File: src/common/cstc_defs.vh
// Constants for the battery short and termination configuration block
`ifndef CSTC_DEFS_VH
`define CSTC_DEFS_VH

// ==========================================
// Register addresses
`define CSTC_ADDR_FAULT        8'h0d
`define CSTC_ADDR_SHORT_CFG    8'h10
`define CSTC_ADDR_TERM_CFG     8'h11

// ==========================================
// Field positions
`define CSTC_TIMEOUT_MSB       7
`define CSTC_TIMEOUT_LSB       5
`define CSTC_VOLT_MSB          2
`define CSTC_VOLT_LSB          0
`define CSTC_TERM_MSB          7
`define CSTC_TERM_LSB          5
`define CSTC_DIV20_BIT         4
`define CSTC_DIV10_BIT         3
`define CSTC_DIV5_BIT          2
`define CSTC_MODE_MSB          1
`define CSTC_MODE_LSB          0
`define CSTC_FAULT_SHORT_BIT   3

// ==========================================
// Reset values and short config write mask
`define CSTC_SHORT_CFG_RST     8'h84
`define CSTC_TERM_CFG_RST      8'h40
`define CSTC_SHORT_CFG_MASK    8'he7

// ==========================================
// System enable modes
`define CSTC_MODE_LDO          2'h0
`define CSTC_MODE_BATNODE      2'h1
`define CSTC_MODE_WEAKISO      2'h2
`define CSTC_MODE_CHGWEAK      2'h3

// ==========================================
// Short timeouts in seconds
`define CSTC_TO_0              8'h01
`define CSTC_TO_1              8'h02
`define CSTC_TO_2              8'h04
`define CSTC_TO_3              8'h0a
`define CSTC_TO_4              8'h1e
`define CSTC_TO_5              8'h3c
`define CSTC_TO_6              8'h78
`define CSTC_TO_7              8'hb4

// ==========================================
// Termination current, 0.1 mA units, and ratio divisors
`define CSTC_TERM_0            11'd125
`define CSTC_TERM_1            11'd325
`define CSTC_TERM_2            11'd525
`define CSTC_TERM_3            11'd725
`define CSTC_TERM_4            11'd925
`define CSTC_TERM_5            11'd1175
`define CSTC_TERM_6            11'd1425
`define CSTC_TERM_7            11'd1700
`define CSTC_TERM_MIN          16'd125
`define CSTC_TERM_MAX          16'd1700
`define CSTC_DIV20             16'd20
`define CSTC_DIV10             16'd10
`define CSTC_DIV5              16'd5

// ==========================================
// Timing, bus device address and fast charge current scaling
`define CSTC_CLK_HZ            28'd200000000
`define CSTC_TICK_SEC          28'd1
`define CSTC_SEC_CYCLES        (`CSTC_CLK_HZ * `CSTC_TICK_SEC)
`define CSTC_DEV_ADDR          7'h14
`define CSTC_ICHG_BASE_X10     16'd1000
`define CSTC_ICHG_STEP_X10     16'd500

`endif

File: src/cstc_serial_slave.v
// Serial management bus slave with byte register port
`timescale 1ns/1ps
`include "cstc_defs.vh"

module cstc_serial_slave #(
	parameter [6:0] DEV_ADDR = `CSTC_DEV_ADDR
) (
	// Clock and reset
	input  wire       clk,
	input  wire       reset_n,
	// Bus pins
	input  wire       scl,
	input  wire       sdaIn,
	output reg        sdaOut,
	output reg        sdaOe,
	// Register port
	output reg        wrStrobe,
	output reg  [7:0] wrAddr,
	output reg  [7:0] wrData,
	output wire [7:0] rdAddr,
	input  wire [7:0] rdData
);

	// ==========================================
	// States
	localparam [6:0] S_IDLE = 7'h01;
	localparam [6:0] S_ADDR = 7'h02;
	localparam [6:0] S_ACKA = 7'h04;
	localparam [6:0] S_WRX  = 7'h08;
	localparam [6:0] S_ACKW = 7'h10;
	localparam [6:0] S_RDX  = 7'h20;
	localparam [6:0] S_ACKR = 7'h40;

	reg [6:0] state_reg;
	reg [3:0] bitCnt_reg;
	reg [7:0] shift_reg;
	reg [7:0] ptr_reg;
	reg       rw_reg;
	reg       first_reg;
	reg       ack_reg;
	reg       sclPrev_reg;
	reg       sdaPrev_reg;

	wire sclRise = scl & ~sclPrev_reg;
	wire sclFall = ~scl & sclPrev_reg;
	wire startCond = scl & sclPrev_reg & sdaPrev_reg & ~sdaIn;
	wire stopCond = scl & sclPrev_reg & ~sdaPrev_reg & sdaIn;

	assign rdAddr = ptr_reg;

	// ==========================================
	// Protocol engine
	always @(posedge clk or negedge reset_n) begin
		if (!reset_n) begin
			state_reg   <= S_IDLE;
			bitCnt_reg  <= 4'h0;
			shift_reg   <= 8'h00;
			ptr_reg     <= 8'h00;
			rw_reg      <= 1'b0;
			first_reg   <= 1'b0;
			ack_reg     <= 1'b0;
			sclPrev_reg <= 1'b1;
			sdaPrev_reg <= 1'b1;
			sdaOut      <= 1'b0;
			sdaOe       <= 1'b0;
			wrStrobe    <= 1'b0;
			wrAddr      <= 8'h00;
			wrData      <= 8'h00;
		end else begin
			sclPrev_reg <= scl;
			sdaPrev_reg <= sdaIn;
			sdaOut      <= 1'b0;
			wrStrobe    <= 1'b0;
			if (startCond) begin
				state_reg  <= S_ADDR;
				bitCnt_reg <= 4'h0;
				sdaOe      <= 1'b0;
			end else if (stopCond) begin
				state_reg <= S_IDLE;
				sdaOe     <= 1'b0;
			end else begin
				case (state_reg)
					S_ADDR, S_WRX: begin
						if (sclRise) begin
							shift_reg  <= {shift_reg[6:0], sdaIn};
							bitCnt_reg <= bitCnt_reg + 4'h1;
						end else if (sclFall && bitCnt_reg == 4'h8) begin
							if (state_reg == S_ADDR) begin
								if (shift_reg[7:1] == DEV_ADDR) begin
									sdaOe     <= 1'b1;
									rw_reg    <= shift_reg[0];
									state_reg <= S_ACKA;
								end else begin
									state_reg <= S_IDLE;
								end
							end else begin
								sdaOe     <= 1'b1;
								state_reg <= S_ACKW;
								first_reg <= 1'b0;
								if (first_reg) begin
									ptr_reg <= shift_reg;
								end else begin
									wrStrobe <= 1'b1;
									wrAddr   <= ptr_reg;
									wrData   <= shift_reg;
									ptr_reg  <= ptr_reg + 8'h01;
								end
							end
						end
					end
					S_ACKA: begin
						if (sclFall) begin
							bitCnt_reg <= 4'h0;
							if (rw_reg) begin
								shift_reg <= rdData;
								sdaOe     <= ~rdData[7];
								ptr_reg   <= ptr_reg + 8'h01;
								state_reg <= S_RDX;
							end else begin
								sdaOe     <= 1'b0;
								first_reg <= 1'b1;
								state_reg <= S_WRX;
							end
						end
					end
					S_ACKW: begin
						if (sclFall) begin
							sdaOe      <= 1'b0;
							bitCnt_reg <= 4'h0;
							state_reg  <= S_WRX;
						end
					end
					S_RDX: begin
						if (sclFall) begin
							if (bitCnt_reg == 4'h7) begin
								sdaOe     <= 1'b0;
								state_reg <= S_ACKR;
							end else begin
								bitCnt_reg <= bitCnt_reg + 4'h1;
								shift_reg  <= {shift_reg[6:0], 1'b0};
								sdaOe      <= ~shift_reg[6];
							end
						end
					end
					S_ACKR: begin
						if (sclRise) begin
							ack_reg <= ~sdaIn;
						end else if (sclFall) begin
							if (ack_reg) begin
								bitCnt_reg <= 4'h0;
								shift_reg  <= rdData;
								sdaOe      <= ~rdData[7];
								ptr_reg    <= ptr_reg + 8'h01;
								state_reg  <= S_RDX;
							end else begin
								state_reg <= S_IDLE;
							end
						end
					end
					default: begin
						state_reg <= S_IDLE;
					end
				endcase
			end
		end
	end

endmodule // cstc_serial_slave

File: src/cstc_charger_cfg.v
// Battery short timing, termination current selection and system enable control
//
// Function
// Short timeout field bits 7:5 selects 1..180 s, resets to 30 s.
// Short voltage field bits 2:0 selects 2.0..2.7 V, resets to 2.4 V.
// Termination table field bits 7:5, resets to 52.5 mA, used without ratio bits.
// Divide-by-20 bit 4 uses fast charge current over 20, highest priority.
// Divide-by-10 bit 3 applies when bit 4 clear, beats divide-by-5 and table.
// Divide-by-5 bit 2 applies when bits 4 and 3 clear, beats table only.
// Ratio results are clamped between 12.5 mA and 170 mA.
// Mode field bits 1:0 resets to 00; 00 enables on regulator active and system voltage.
// Mode 01 enables system from battery-side node voltage.
// Mode 10 enables system and opens isolation switch below weak threshold.
// Mode 10 applies only with input supply absent and battery monitor enabled.
// Mode 11 enables in regulator mode when not charging, else at or above weak.
// Short fault flag bit 3 of fault register sets on detected short, else 0.
// Short fault stays until software writes one or input supply cycles.
// Short declared after continuous undervoltage for timeout; recovery restarts timing.
`timescale 1ns/1ps
`include "cstc_defs.vh"

module cstc_charger_cfg #(
	parameter [27:0] SEC_CYCLES    = `CSTC_SEC_CYCLES,
	parameter [6:0]  DEV_ADDR      = `CSTC_DEV_ADDR,
	parameter [15:0] ICHG_BASE_X10 = `CSTC_ICHG_BASE_X10,
	parameter [15:0] ICHG_STEP_X10 = `CSTC_ICHG_STEP_X10
) (
	// Clock and reset
	input  wire        clk,
	input  wire        reset_n,
	// Serial management bus
	input  wire        scl,
	input  wire        sdaIn,
	output wire        sdaOut,
	output wire        sdaOe,
	// Analog status
	input  wire        batBelowShort,
	input  wire        inputSupplyPresent,
	input  wire        ldoActive,
	input  wire        sysVoltageOk,
	input  wire        batteryNodeOk,
	input  wire        batAboveWeak,
	input  wire        chargeEnabled,
	input  wire        batteryMonitorEnable,
	input  wire [4:0]  fastChargeCurrentSel,
	// Analog controls
	output reg  [2:0]  shortVoltageSel,
	output reg  [10:0] termCurrentX10,
	output reg         systemEnableOutput,
	output reg         isoSwitchDisable,
	output reg         batteryShortFault
);

	// ==========================================
	// Register port
	wire       wrStrobe;
	wire [7:0] wrAddr;
	wire [7:0] wrData;
	wire [7:0] rdAddr;
	reg  [7:0] rdData;
	reg  [7:0] shortCfg_reg;
	reg  [7:0] termCfg_reg;

	cstc_serial_slave #(
		.DEV_ADDR (DEV_ADDR)
	) cstc_serial_slave_inst (
		.clk      (clk),
		.reset_n  (reset_n),
		.scl      (scl),
		.sdaIn    (sdaIn),
		.sdaOut   (sdaOut),
		.sdaOe    (sdaOe),
		.wrStrobe (wrStrobe),
		.wrAddr   (wrAddr),
		.wrData   (wrData),
		.rdAddr   (rdAddr),
		.rdData   (rdData)
	);

	// ==========================================
	// Configuration registers
	always @(posedge clk or negedge reset_n) begin
		if (!reset_n) begin
			shortCfg_reg <= `CSTC_SHORT_CFG_RST;
			termCfg_reg  <= `CSTC_TERM_CFG_RST;
		end else if (wrStrobe) begin
			if (wrAddr == `CSTC_ADDR_SHORT_CFG) begin
				shortCfg_reg <= wrData & `CSTC_SHORT_CFG_MASK;
			end
			if (wrAddr == `CSTC_ADDR_TERM_CFG) begin
				termCfg_reg <= wrData;
			end
		end
	end

	always @* begin
		case (rdAddr)
			`CSTC_ADDR_SHORT_CFG: rdData = shortCfg_reg;
			`CSTC_ADDR_TERM_CFG:  rdData = termCfg_reg;
			`CSTC_ADDR_FAULT:     rdData = {4'h0, batteryShortFault, 3'h0};
			default:              rdData = 8'h00;
		endcase
	end

	wire [2:0] timeoutSel = shortCfg_reg[`CSTC_TIMEOUT_MSB:`CSTC_TIMEOUT_LSB];
	wire [2:0] termSel    = termCfg_reg[`CSTC_TERM_MSB:`CSTC_TERM_LSB];
	wire [1:0] modeSel    = termCfg_reg[`CSTC_MODE_MSB:`CSTC_MODE_LSB];

	// ==========================================
	// Short timeout lookup
	reg [7:0] timeoutSec;
	always @* begin
		case (timeoutSel)
			3'h0:    timeoutSec = `CSTC_TO_0;
			3'h1:    timeoutSec = `CSTC_TO_1;
			3'h2:    timeoutSec = `CSTC_TO_2;
			3'h3:    timeoutSec = `CSTC_TO_3;
			3'h4:    timeoutSec = `CSTC_TO_4;
			3'h5:    timeoutSec = `CSTC_TO_5;
			3'h6:    timeoutSec = `CSTC_TO_6;
			default: timeoutSec = `CSTC_TO_7;
		endcase
	end

	// ==========================================
	// Short detection and fault flag
	reg [27:0] preCnt_reg;
	reg [7:0]  secCnt_reg;
	reg        supplyPrev_reg;
	wire       secTick = (preCnt_reg == SEC_CYCLES - 28'h1);
	wire       shortTrip = batBelowShort && secTick && (secCnt_reg + 8'h01 >= timeoutSec);
	wire       faultClear = (wrStrobe && wrAddr == `CSTC_ADDR_FAULT && wrData[`CSTC_FAULT_SHORT_BIT])
	                        || (supplyPrev_reg && !inputSupplyPresent);

	always @(posedge clk or negedge reset_n) begin
		if (!reset_n) begin
			preCnt_reg        <= 28'h0000000;
			secCnt_reg        <= 8'h00;
			supplyPrev_reg    <= 1'b0;
			batteryShortFault <= 1'b0;
		end else begin
			supplyPrev_reg <= inputSupplyPresent;
			if (!batBelowShort) begin
				preCnt_reg <= 28'h0000000;
				secCnt_reg <= 8'h00;
			end else if (secTick) begin
				preCnt_reg <= 28'h0000000;
				if (secCnt_reg != 8'hff) begin
					secCnt_reg <= secCnt_reg + 8'h01;
				end
			end else begin
				preCnt_reg <= preCnt_reg + 28'h0000001;
			end
			if (shortTrip) begin
				batteryShortFault <= 1'b1;
			end else if (faultClear) begin
				batteryShortFault <= 1'b0;
			end
		end
	end

	// ==========================================
	// Termination current selection
	wire [15:0] ichgX10 = ICHG_BASE_X10 + ICHG_STEP_X10 * {11'h000, fastChargeCurrentSel};
	reg  [15:0] ratioX10;
	reg  [15:0] clampX10;
	reg  [10:0] tableX10;
	reg  [10:0] termNext;
	wire        ratioOn = termCfg_reg[`CSTC_DIV20_BIT] | termCfg_reg[`CSTC_DIV10_BIT]
	                      | termCfg_reg[`CSTC_DIV5_BIT];

	always @* begin
		case (termSel)
			3'h0:    tableX10 = `CSTC_TERM_0;
			3'h1:    tableX10 = `CSTC_TERM_1;
			3'h2:    tableX10 = `CSTC_TERM_2;
			3'h3:    tableX10 = `CSTC_TERM_3;
			3'h4:    tableX10 = `CSTC_TERM_4;
			3'h5:    tableX10 = `CSTC_TERM_5;
			3'h6:    tableX10 = `CSTC_TERM_6;
			default: tableX10 = `CSTC_TERM_7;
		endcase
		if (termCfg_reg[`CSTC_DIV20_BIT]) begin
			ratioX10 = ichgX10 / `CSTC_DIV20;
		end else if (termCfg_reg[`CSTC_DIV10_BIT]) begin
			ratioX10 = ichgX10 / `CSTC_DIV10;
		end else begin
			ratioX10 = ichgX10 / `CSTC_DIV5;
		end
		if (ratioX10 < `CSTC_TERM_MIN) begin
			clampX10 = `CSTC_TERM_MIN;
		end else if (ratioX10 > `CSTC_TERM_MAX) begin
			clampX10 = `CSTC_TERM_MAX;
		end else begin
			clampX10 = ratioX10;
		end
		termNext = ratioOn ? clampX10[10:0] : tableX10;
	end

	// ==========================================
	// System enable logic
	reg sysEnNext;
	reg isoOffNext;
	always @* begin
		sysEnNext  = 1'b0;
		isoOffNext = 1'b0;
		case (modeSel)
			`CSTC_MODE_LDO: begin
				sysEnNext = ldoActive & sysVoltageOk;
			end
			`CSTC_MODE_BATNODE: begin
				sysEnNext = batteryNodeOk;
			end
			`CSTC_MODE_WEAKISO: begin
				if (!inputSupplyPresent && batteryMonitorEnable) begin
					sysEnNext  = ~batAboveWeak;
					isoOffNext = ~batAboveWeak;
				end else begin
					sysEnNext = ldoActive & sysVoltageOk;
				end
			end
			`CSTC_MODE_CHGWEAK: begin
				sysEnNext = chargeEnabled ? batAboveWeak : ldoActive;
			end
			default: begin
				sysEnNext = 1'b0;
			end
		endcase
	end

	// ==========================================
	// Registered outputs
	always @(posedge clk or negedge reset_n) begin
		if (!reset_n) begin
			shortVoltageSel    <= 3'h4;
			termCurrentX10     <= `CSTC_TERM_2;
			systemEnableOutput <= 1'b0;
			isoSwitchDisable   <= 1'b0;
		end else begin
			shortVoltageSel    <= shortCfg_reg[`CSTC_VOLT_MSB:`CSTC_VOLT_LSB];
			termCurrentX10     <= termNext;
			systemEnableOutput <= sysEnNext;
			isoSwitchDisable   <= isoOffNext;
		end
	end

endmodule // cstc_charger_cfg

File: config.mk
export PLATFORM = sky130hd
export DESIGN_NAME = cstc_charger_cfg
export DESIGN_NICKNAME = d
export VERILOG_FILES = /design/src/cstc_serial_slave.v /design/src/cstc_charger_cfg.v
export VERILOG_INCLUDE_DIRS = /design/src /design/src/common
export SDC_FILE = /design/constraint.sdc
export NUM_CORES = 1
export LEC_CHECK = 0
export BUFFER_PORTS_ARGS = -buffer_cell sky130_fd_sc_hd__buf_2
export CAP_MARGIN = 40
export CORE_UTILIZATION = 55
export DETAILED_ROUTE_END_ITERATION = 12
export GPL_TIMING_DRIVEN = 0
export PLACE_DENSITY = 0.79
export SYNTH_ARGS = -nofsm -noshare
export SYNTH_HDL_FRONTEND = slang
export SYNTH_SLANG_ARGS = --single-unit
export TNS_END_PERCENT = 50
File: constraint.sdc
create_clock -name clk -period 65.9 [get_ports clk]
set_input_delay 3.295 -clock clk [delete_from_list [all_inputs] [get_ports clk]]
set_output_delay 3.295 -clock clk [all_outputs]
set_load 0.005 [all_outputs]
---- Yosys cells after proc, flatten, opt, wreduce, memory -nomap -nowiden ----
Cells that the tools add are included.
cells by class
  add/subtract/negate cells ............... 5
  multipliers ............................. 1
  divide/modulo/power cells ............... 3
  magnitude comparators ................... 3
  equality and inequality tests ........... 64
  shift-type cells ........................ 0
  multiplexer cells ....................... 92
  bitwise logic cells ..................... 22
  reduce and logical (&&, ||, !) cells .... 32
operators with widths
  operator               count
  $mux 8                 20
  $pmux 11 s7            1
  $mux 7                 10
  $mux 28                2
  $pmux 8 s7             1
  $pmux 8 s3             2
  $mux 4                 9
  $pmux 7 s5             1
  $mux 11                3
  $eq 8x5->1 const B     4
  $mux 1                 32
  $mux 16                2
  $pmux 8 s4             1
  $add 28x1->28 const B  1
  $eq 28x28->1 const B   1
  $ne 4x1->1 const B     7
  $reduce_and 11->1      2
  $ne 2x1->1 const B     10
  $eq 3x3->1 const B     6
  $add 8x1->8 const B    2
  $div 16x3->16 const B  1
  $div 16x4->16 const B  1
  $div 16x5->16 const B  1
  $eq 8x4->1 const B     2
  52 further kinds       100
storage, ports and cells
  flip-flop bits (word level) ............. 118
  latch bits .............................. 0
  RAM bits ................................ 0
  memory bits (read-only) ................. 0
  logic and storage cells ................. 245
  memories ................................ 0

---- Logic depth before layout (Yosys ltp) ----
  depth in word-level cells ............... 9
  depth in mapped cells ................... 156

---- Modules after synthesis ----
A second synthesis with hierarchy kept.
unflattened totals
  cells, all modules ...................... 1510
  area total of the unflattened synthesis .. 12652.1 µm²
by module, submodules not included
  module             instances  cells an instance  area each (µm²)
  cstc_charger_cfg   1          1210               9656.8
  cstc_serial_slave  1          300                2995.4

---- Worst setup path before layout ----
Ideal clock, no wire load.
  path kind ............................... input to register
  start ................................... in fastChargeCurrentSel[2]
  end ..................................... reg termCurrentX10[0]
  setup time .............................. 0.085 ns
  data arrival time ....................... 32.355 ns
  required time ........................... 65.815 ns
  slack ................................... 33.460 ns
  stages on the path ...................... 147
  cell sequence ........................... fa_1 fa_1 inv_1 fa_1 inv_1 ha_1 or2_1 o221a_1 o21a_1 a2111o_1 a21oi_1 xnor2_1 ha_1 nand2_1 nor4_1 and4_1 a21oi_1 nand2_1 (+111 left out) o21ai_0 inv_1 ha_1 ha_1 o21a_1 o21ai_0 nand2b_1 a21oi_1 nand4_1 nor3b_2 mux2_1 ha_1 a21o_1 a2111oi_0 and3_1 a21oi_1 or2_1 o221ai_1
on the way
  word-level cells in the longest chain between the ends .. 9
  elaborated cells between the ends (all ways) .. 12
ends and longest elaborated chain
  element                                                          RTL line                RTL
  from (decl)                                                      cstc_charger_cfg.v:45   input wire [4:0] fastChargeCurrentSel,
  $mul 7x5->12 (*)                                                 cstc_charger_cfg.v:164  wire [15:0] ichgX10 = ICHG_BASE_X10 + ICHG_STEP_X10 * {11'h000, fastChargeCurrentSel};
  $add 10x14->15 (*)                                               cstc_charger_cfg.v:164
  $div 16x3->16 (no source line) or $div 16x4->16 (tied branches)  n/a
  $mux 16                                                          cstc_charger_cfg.v:185  end else if (termCfg_reg[`CSTC_DIV10_BIT]) begin
  $mux 16 (*)                                                      cstc_charger_cfg.v:183  if (termCfg_reg[`CSTC_DIV20_BIT]) begin
  $gt 16x11->1 (no source line)                                    n/a
  $mux 11                                                          cstc_charger_cfg.v:192  end else if (ratioX10 > `CSTC_TERM_MAX) begin
  $mux 11 (*)                                                      cstc_charger_cfg.v:190  if (ratioX10 < `CSTC_TERM_MIN) begin
  $mux 11 (*)                                                      cstc_charger_cfg.v:197  termNext = ratioOn ? clampX10[10:0] : tableX10;
  via termNext[0]                                                  cstc_charger_cfg.v:168  reg [10:0] termNext;
  to (signal assigned)                                             cstc_charger_cfg.v:236  termCurrentX10 <= `CSTC_TERM_2;
  to (signal assigned)                                             cstc_charger_cfg.v:241  termCurrentX10 <= termNext;
  to (decl)                                                        cstc_charger_cfg.v:48   output reg [10:0] termCurrentX10,
The timed path passes the listed nets; every way through them passes the cells marked *.
A chain may end at the register's enable or synchronous reset.

---- Worst setup path in the final report ----
  start ................................... in fastChargeCurrentSel[2]
  end ..................................... reg termCurrentX10[5]
The elaborated chain is that of the path after synthesis.

==> out/qor.tcl <==
set qor(num_antenna_cells) 0
set qor(ioPinCount) 36
set qor(r2r_cells) 134
set qor(placeableCoreArea_sq_um) 21800
set qor(netlist.top_cell.by_area) {sky130_fd_sc_hd__dfrtp_1}
set qor(detailed_router_iteration_count_before_antenna_repair) 8
set qor(dr_total_vias) 11500
set qor(cp_max_fo) 10
set qor(slew_violations) 0
set qor(sequential_cell_area_sq_um) 2970
set qor(post-synth-top-count-cell) {sky130_fd_sc_hd__nand2_1}
set qor(endpoint_kind) {flop}
set qor(min_path_type) {reg2reg}
set qor(largest_register_ffs) 28
set qor(cts-buffers-inserted) 17
set qor(worst_path_max_delay_cell) {sky130_fd_sc_hd__a2111oi_0}
set qor(die-area_sq_um) 22700
set qor(synthesis.yosys.warnings) 0
set qor(clock-sinks) 118
set qor(post_route_cells_drive_above_1_share_pct) 10.4
set qor(grt-ovfl-total) 0
set qor(cp_slowest_stage_delay_ns) 0.82
set qor(port_buffers) 34
set qor(top_signal_layer_used) {met4}
set qor(yosysTopAreaCellShare_pct) 22.0
set qor(clockRootBuffer) {sky130_fd_sc_hd__clkbuf_16}
set qor(routed_wirelength_microns) 31000
set qor(worst_slack_placed_ns) 27.81
set qor(effective_utilization_at_floorplan_pct) 55.9
set qor(status) {finished clean}
set qor(std_cell_rows) 54
set qor(cts_max_level) 4
set qor(overall_global_routing_usage_pct) 28.0
set qor(maximum_number_of_pins_on_one_net_before_global_route_repair) 74
set qor(postCtsResizedCells) 0
set qor(critical-path-top-cell-by-count) {sky130_fd_sc_hd__o21a_1}
set qor(top_achievable_clock_speed_ghz) 0.0261
set qor(synth-compound-area-share_pct) 22.4
set qor(grt_setup_unrepaired) {no}
set qor(portion_of_netlist_area_occupied_by_mux_cells_pct) 4.64
set qor(worstMarginPinSlew_ns) 0.920
set qor(synthAdderAreaFrac_pct) 12.7
set qor(post_synth_xor_area_fraction_pct) 6.12
set qor(final_net_count) 1692
set qor(worst_slack_ns) 27.55
set qor(route.detailed.drc) 0
set qor(gate_count_of_the_mapped_netlist) 1498
set qor(antenna_violations_before_repair) 1
set qor(chipWidth_microns) 151
set qor(postCtsSetupBuffers) 0
set qor(yosys-top-cells-area) {sky130_fd_sc_hd__dfrtp_1 (22%), sky130_fd_sc_hd__ha_1 (11%), sky130_fd_sc_hd__nand2_1 (4.9%), sky130_fd_sc_hd__nor2_1 (4.8%), sky130_fd_sc_hd__a21oi_1 (3.9%)}
set qor(main_combinational_cell_family_by_area_after_synthesis) {simple AND/OR/NAND/NOR gates}
set qor(syn2layout_area_growth_pct) 9.99
set qor(post_synth_arst_share_pct) 100
set qor(worst_hold_path.num_cells) 0
set qor(detail_route.iter0.violations) 982
set qor(yosys-top-cells-count) {sky130_fd_sc_hd__nand2_1 (160), sky130_fd_sc_hd__nor2_1 (156), sky130_fd_sc_hd__dfrtp_1 (107), sky130_fd_sc_hd__ha_1 (106), sky130_fd_sc_hd__a21oi_1 (95)}
set qor(required_ns) 66.18
set qor(timing_worst_setup_path_type) {in2reg}
set qor(wl_met1_microns) 14100
set qor(place.gp.congestion) 0.904
set qor(tritoncts_clock_tree) {built}
set qor(number_of_synthesized_flops_with_an_enable_pin) 0
set qor(via_per_inst) 6.23
set qor(timing.max_cap.violations) 0
set qor(grt_pass1_wl_microns) 51800
set qor(synth-seq-cells) 118
set qor(wl_per_cell_microns) 16.8
set qor(cp-start-kind) {input pin}
set qor(route.met3.wl_microns) 1510
set qor(finalCriticalPeriod_ns) 38.35
set qor(netlist-cell-type-count) 107
set qor(route.antenna.remaining_nets) 0
set qor(ys_seq_area_share_pct) 24.4
set qor(multiInputGateArea_sq_um) 8830
set qor(post_synth_instance_area_sq_um) 12200
set qor(max_slew_margin_pct) 37.1
set qor(timing.final.hold_violations) 0
set qor(num-fill-cells) 1882
set qor(clk_latency_ns) 0.42
set qor(dieHeight_microns) 151
set qor(layout_worst_path_cycle_share_pct) 58.2
set qor(critical_path_arrival_ns) 38.62
set qor(first_global_vias) 10900
set qor(met2_length_microns) 14800
set qor(detailedPlacementHpwl_microns) 23600
set qor(totalNegativeSetupSlack_ns) 0
set qor(cts.path.max_buffers) 2
set qor(simple_logic_cell_fraction_of_the_synthesized_area_pct) 26.6
set qor(finClkSkew_ns) 0.0138
set qor(dominantRegCellSynth) {sky130_fd_sc_hd__dfrtp_1}
set qor(cts-hold-fix-buffers) 0
set qor(syn-mean-instance-area_sq_um) 8.13
set qor(clock_transition_at_path_regs_ns) 0.06
set qor(number_of_setup_violations_in_the_final_report) 0
## layout make-up
| cell class | instances | area share, % |
|---|---|---|
| tap | 280 | 2.62 |
| sequential | 118 | 22.2 |
| clock inverter | 10 | 0.897 |
| buffer | 44 | 1.36 |
| multi-input combinational | 1285 | 66.0 |
| clock buffer | 22 | 3.62 |
| inverter | 53 | 1.50 |
| timing repair buffer | 39 | 1.90 |
## critical path: cells and delay by family
family          cells  cell delay, ns
buf+inv            12            2.41
fa+ha+maj          19            6.49
compound gates     68           15.10
xor+xnor            1            0.16
mux                 1            0.40
simple gates       45           10.69
## cell families after synthesis
family                   Yosys count
flip-flops                       118
other                              1
AO/OA/AOI/OAI                    400
buffers and inverters             97
XOR/XNOR                          80
multiplexers                      52
adder cells (fa/ha/maj)          117
AND/OR/NAND/NOR                  633
## cell usage in the layout, fill, tap and decap left out, types with 30 or more instances in the layout
cell type and instances:
sky130_fd_sc_hd__clkbuf_1 36, sky130_fd_sc_hd__nor3_1 56, sky130_fd_sc_hd__nor2_1 156, sky130_fd_sc_hd__a21oi_1 95, sky130_fd_sc_hd__o21a_1 37, sky130_fd_sc_hd__nand2_1 160
sky130_fd_sc_hd__dfrtp_1 107, sky130_fd_sc_hd__nand2b_1 30, sky130_fd_sc_hd__inv_1 52, sky130_fd_sc_hd__o21ai_0 86, sky130_fd_sc_hd__xor2_1 32, sky130_fd_sc_hd__ha_1 106
sky130_fd_sc_hd__nand3_1 43, sky130_fd_sc_hd__xnor2_1 44, sky130_fd_sc_hd__buf_2 37
## per-stage QoR
stage                     std cells  utilization (%)  area [sq um]  hold WS, ns
final                          1851             61.5         13400        0.375
after global routing           1851             61.5         13400        0.380
after CTS                      1851             61.5         13400        0.377
after detailed placement       1819             58.8         12800        0.366
after global placement         1814             58.4         12700        0.364
after floorplan                1500                -         12200        0.360
## layer usage
metal	vias up	track usage [%]
met1	5535	37.5
met2	325	46.5
met5	-	0
met3	58	4.03
met4	0	8.55
li1	5617	-
## path summary, 6_finish.rpt
check | slack, ns | to | startpoint
setup / recovery | 27.55 | termCurrentX10[5]$_DFF_PN0_ | fastChargeCurrentSel[2]
hold / removal | 0.38 | shortVoltageSel[2]$_DFF_PN1_ | shortCfg_reg[2]$_DFFE_PN1P_
setup reg to reg | 32.08 | termCurrentX10[5]$_DFF_PN0_ | termCfg_reg[4]$_DFFE_PN0P_
hold reg to reg | 0.38 | shortVoltageSel[2]$_DFF_PN1_ | shortCfg_reg[2]$_DFFE_PN1P_
max in group asynchronous | 62.34 | cstc_serial_slave_inst.sclPrev_reg$_DFF_PN1_ | reset_n
min in group asynchronous | 2.80 | preCnt_reg[15]$_DFF_PN0_ | reset_n
Power is not shown: default switching activity piles up to over one toggle a cycle in this logic, so the estimate is an artifact.
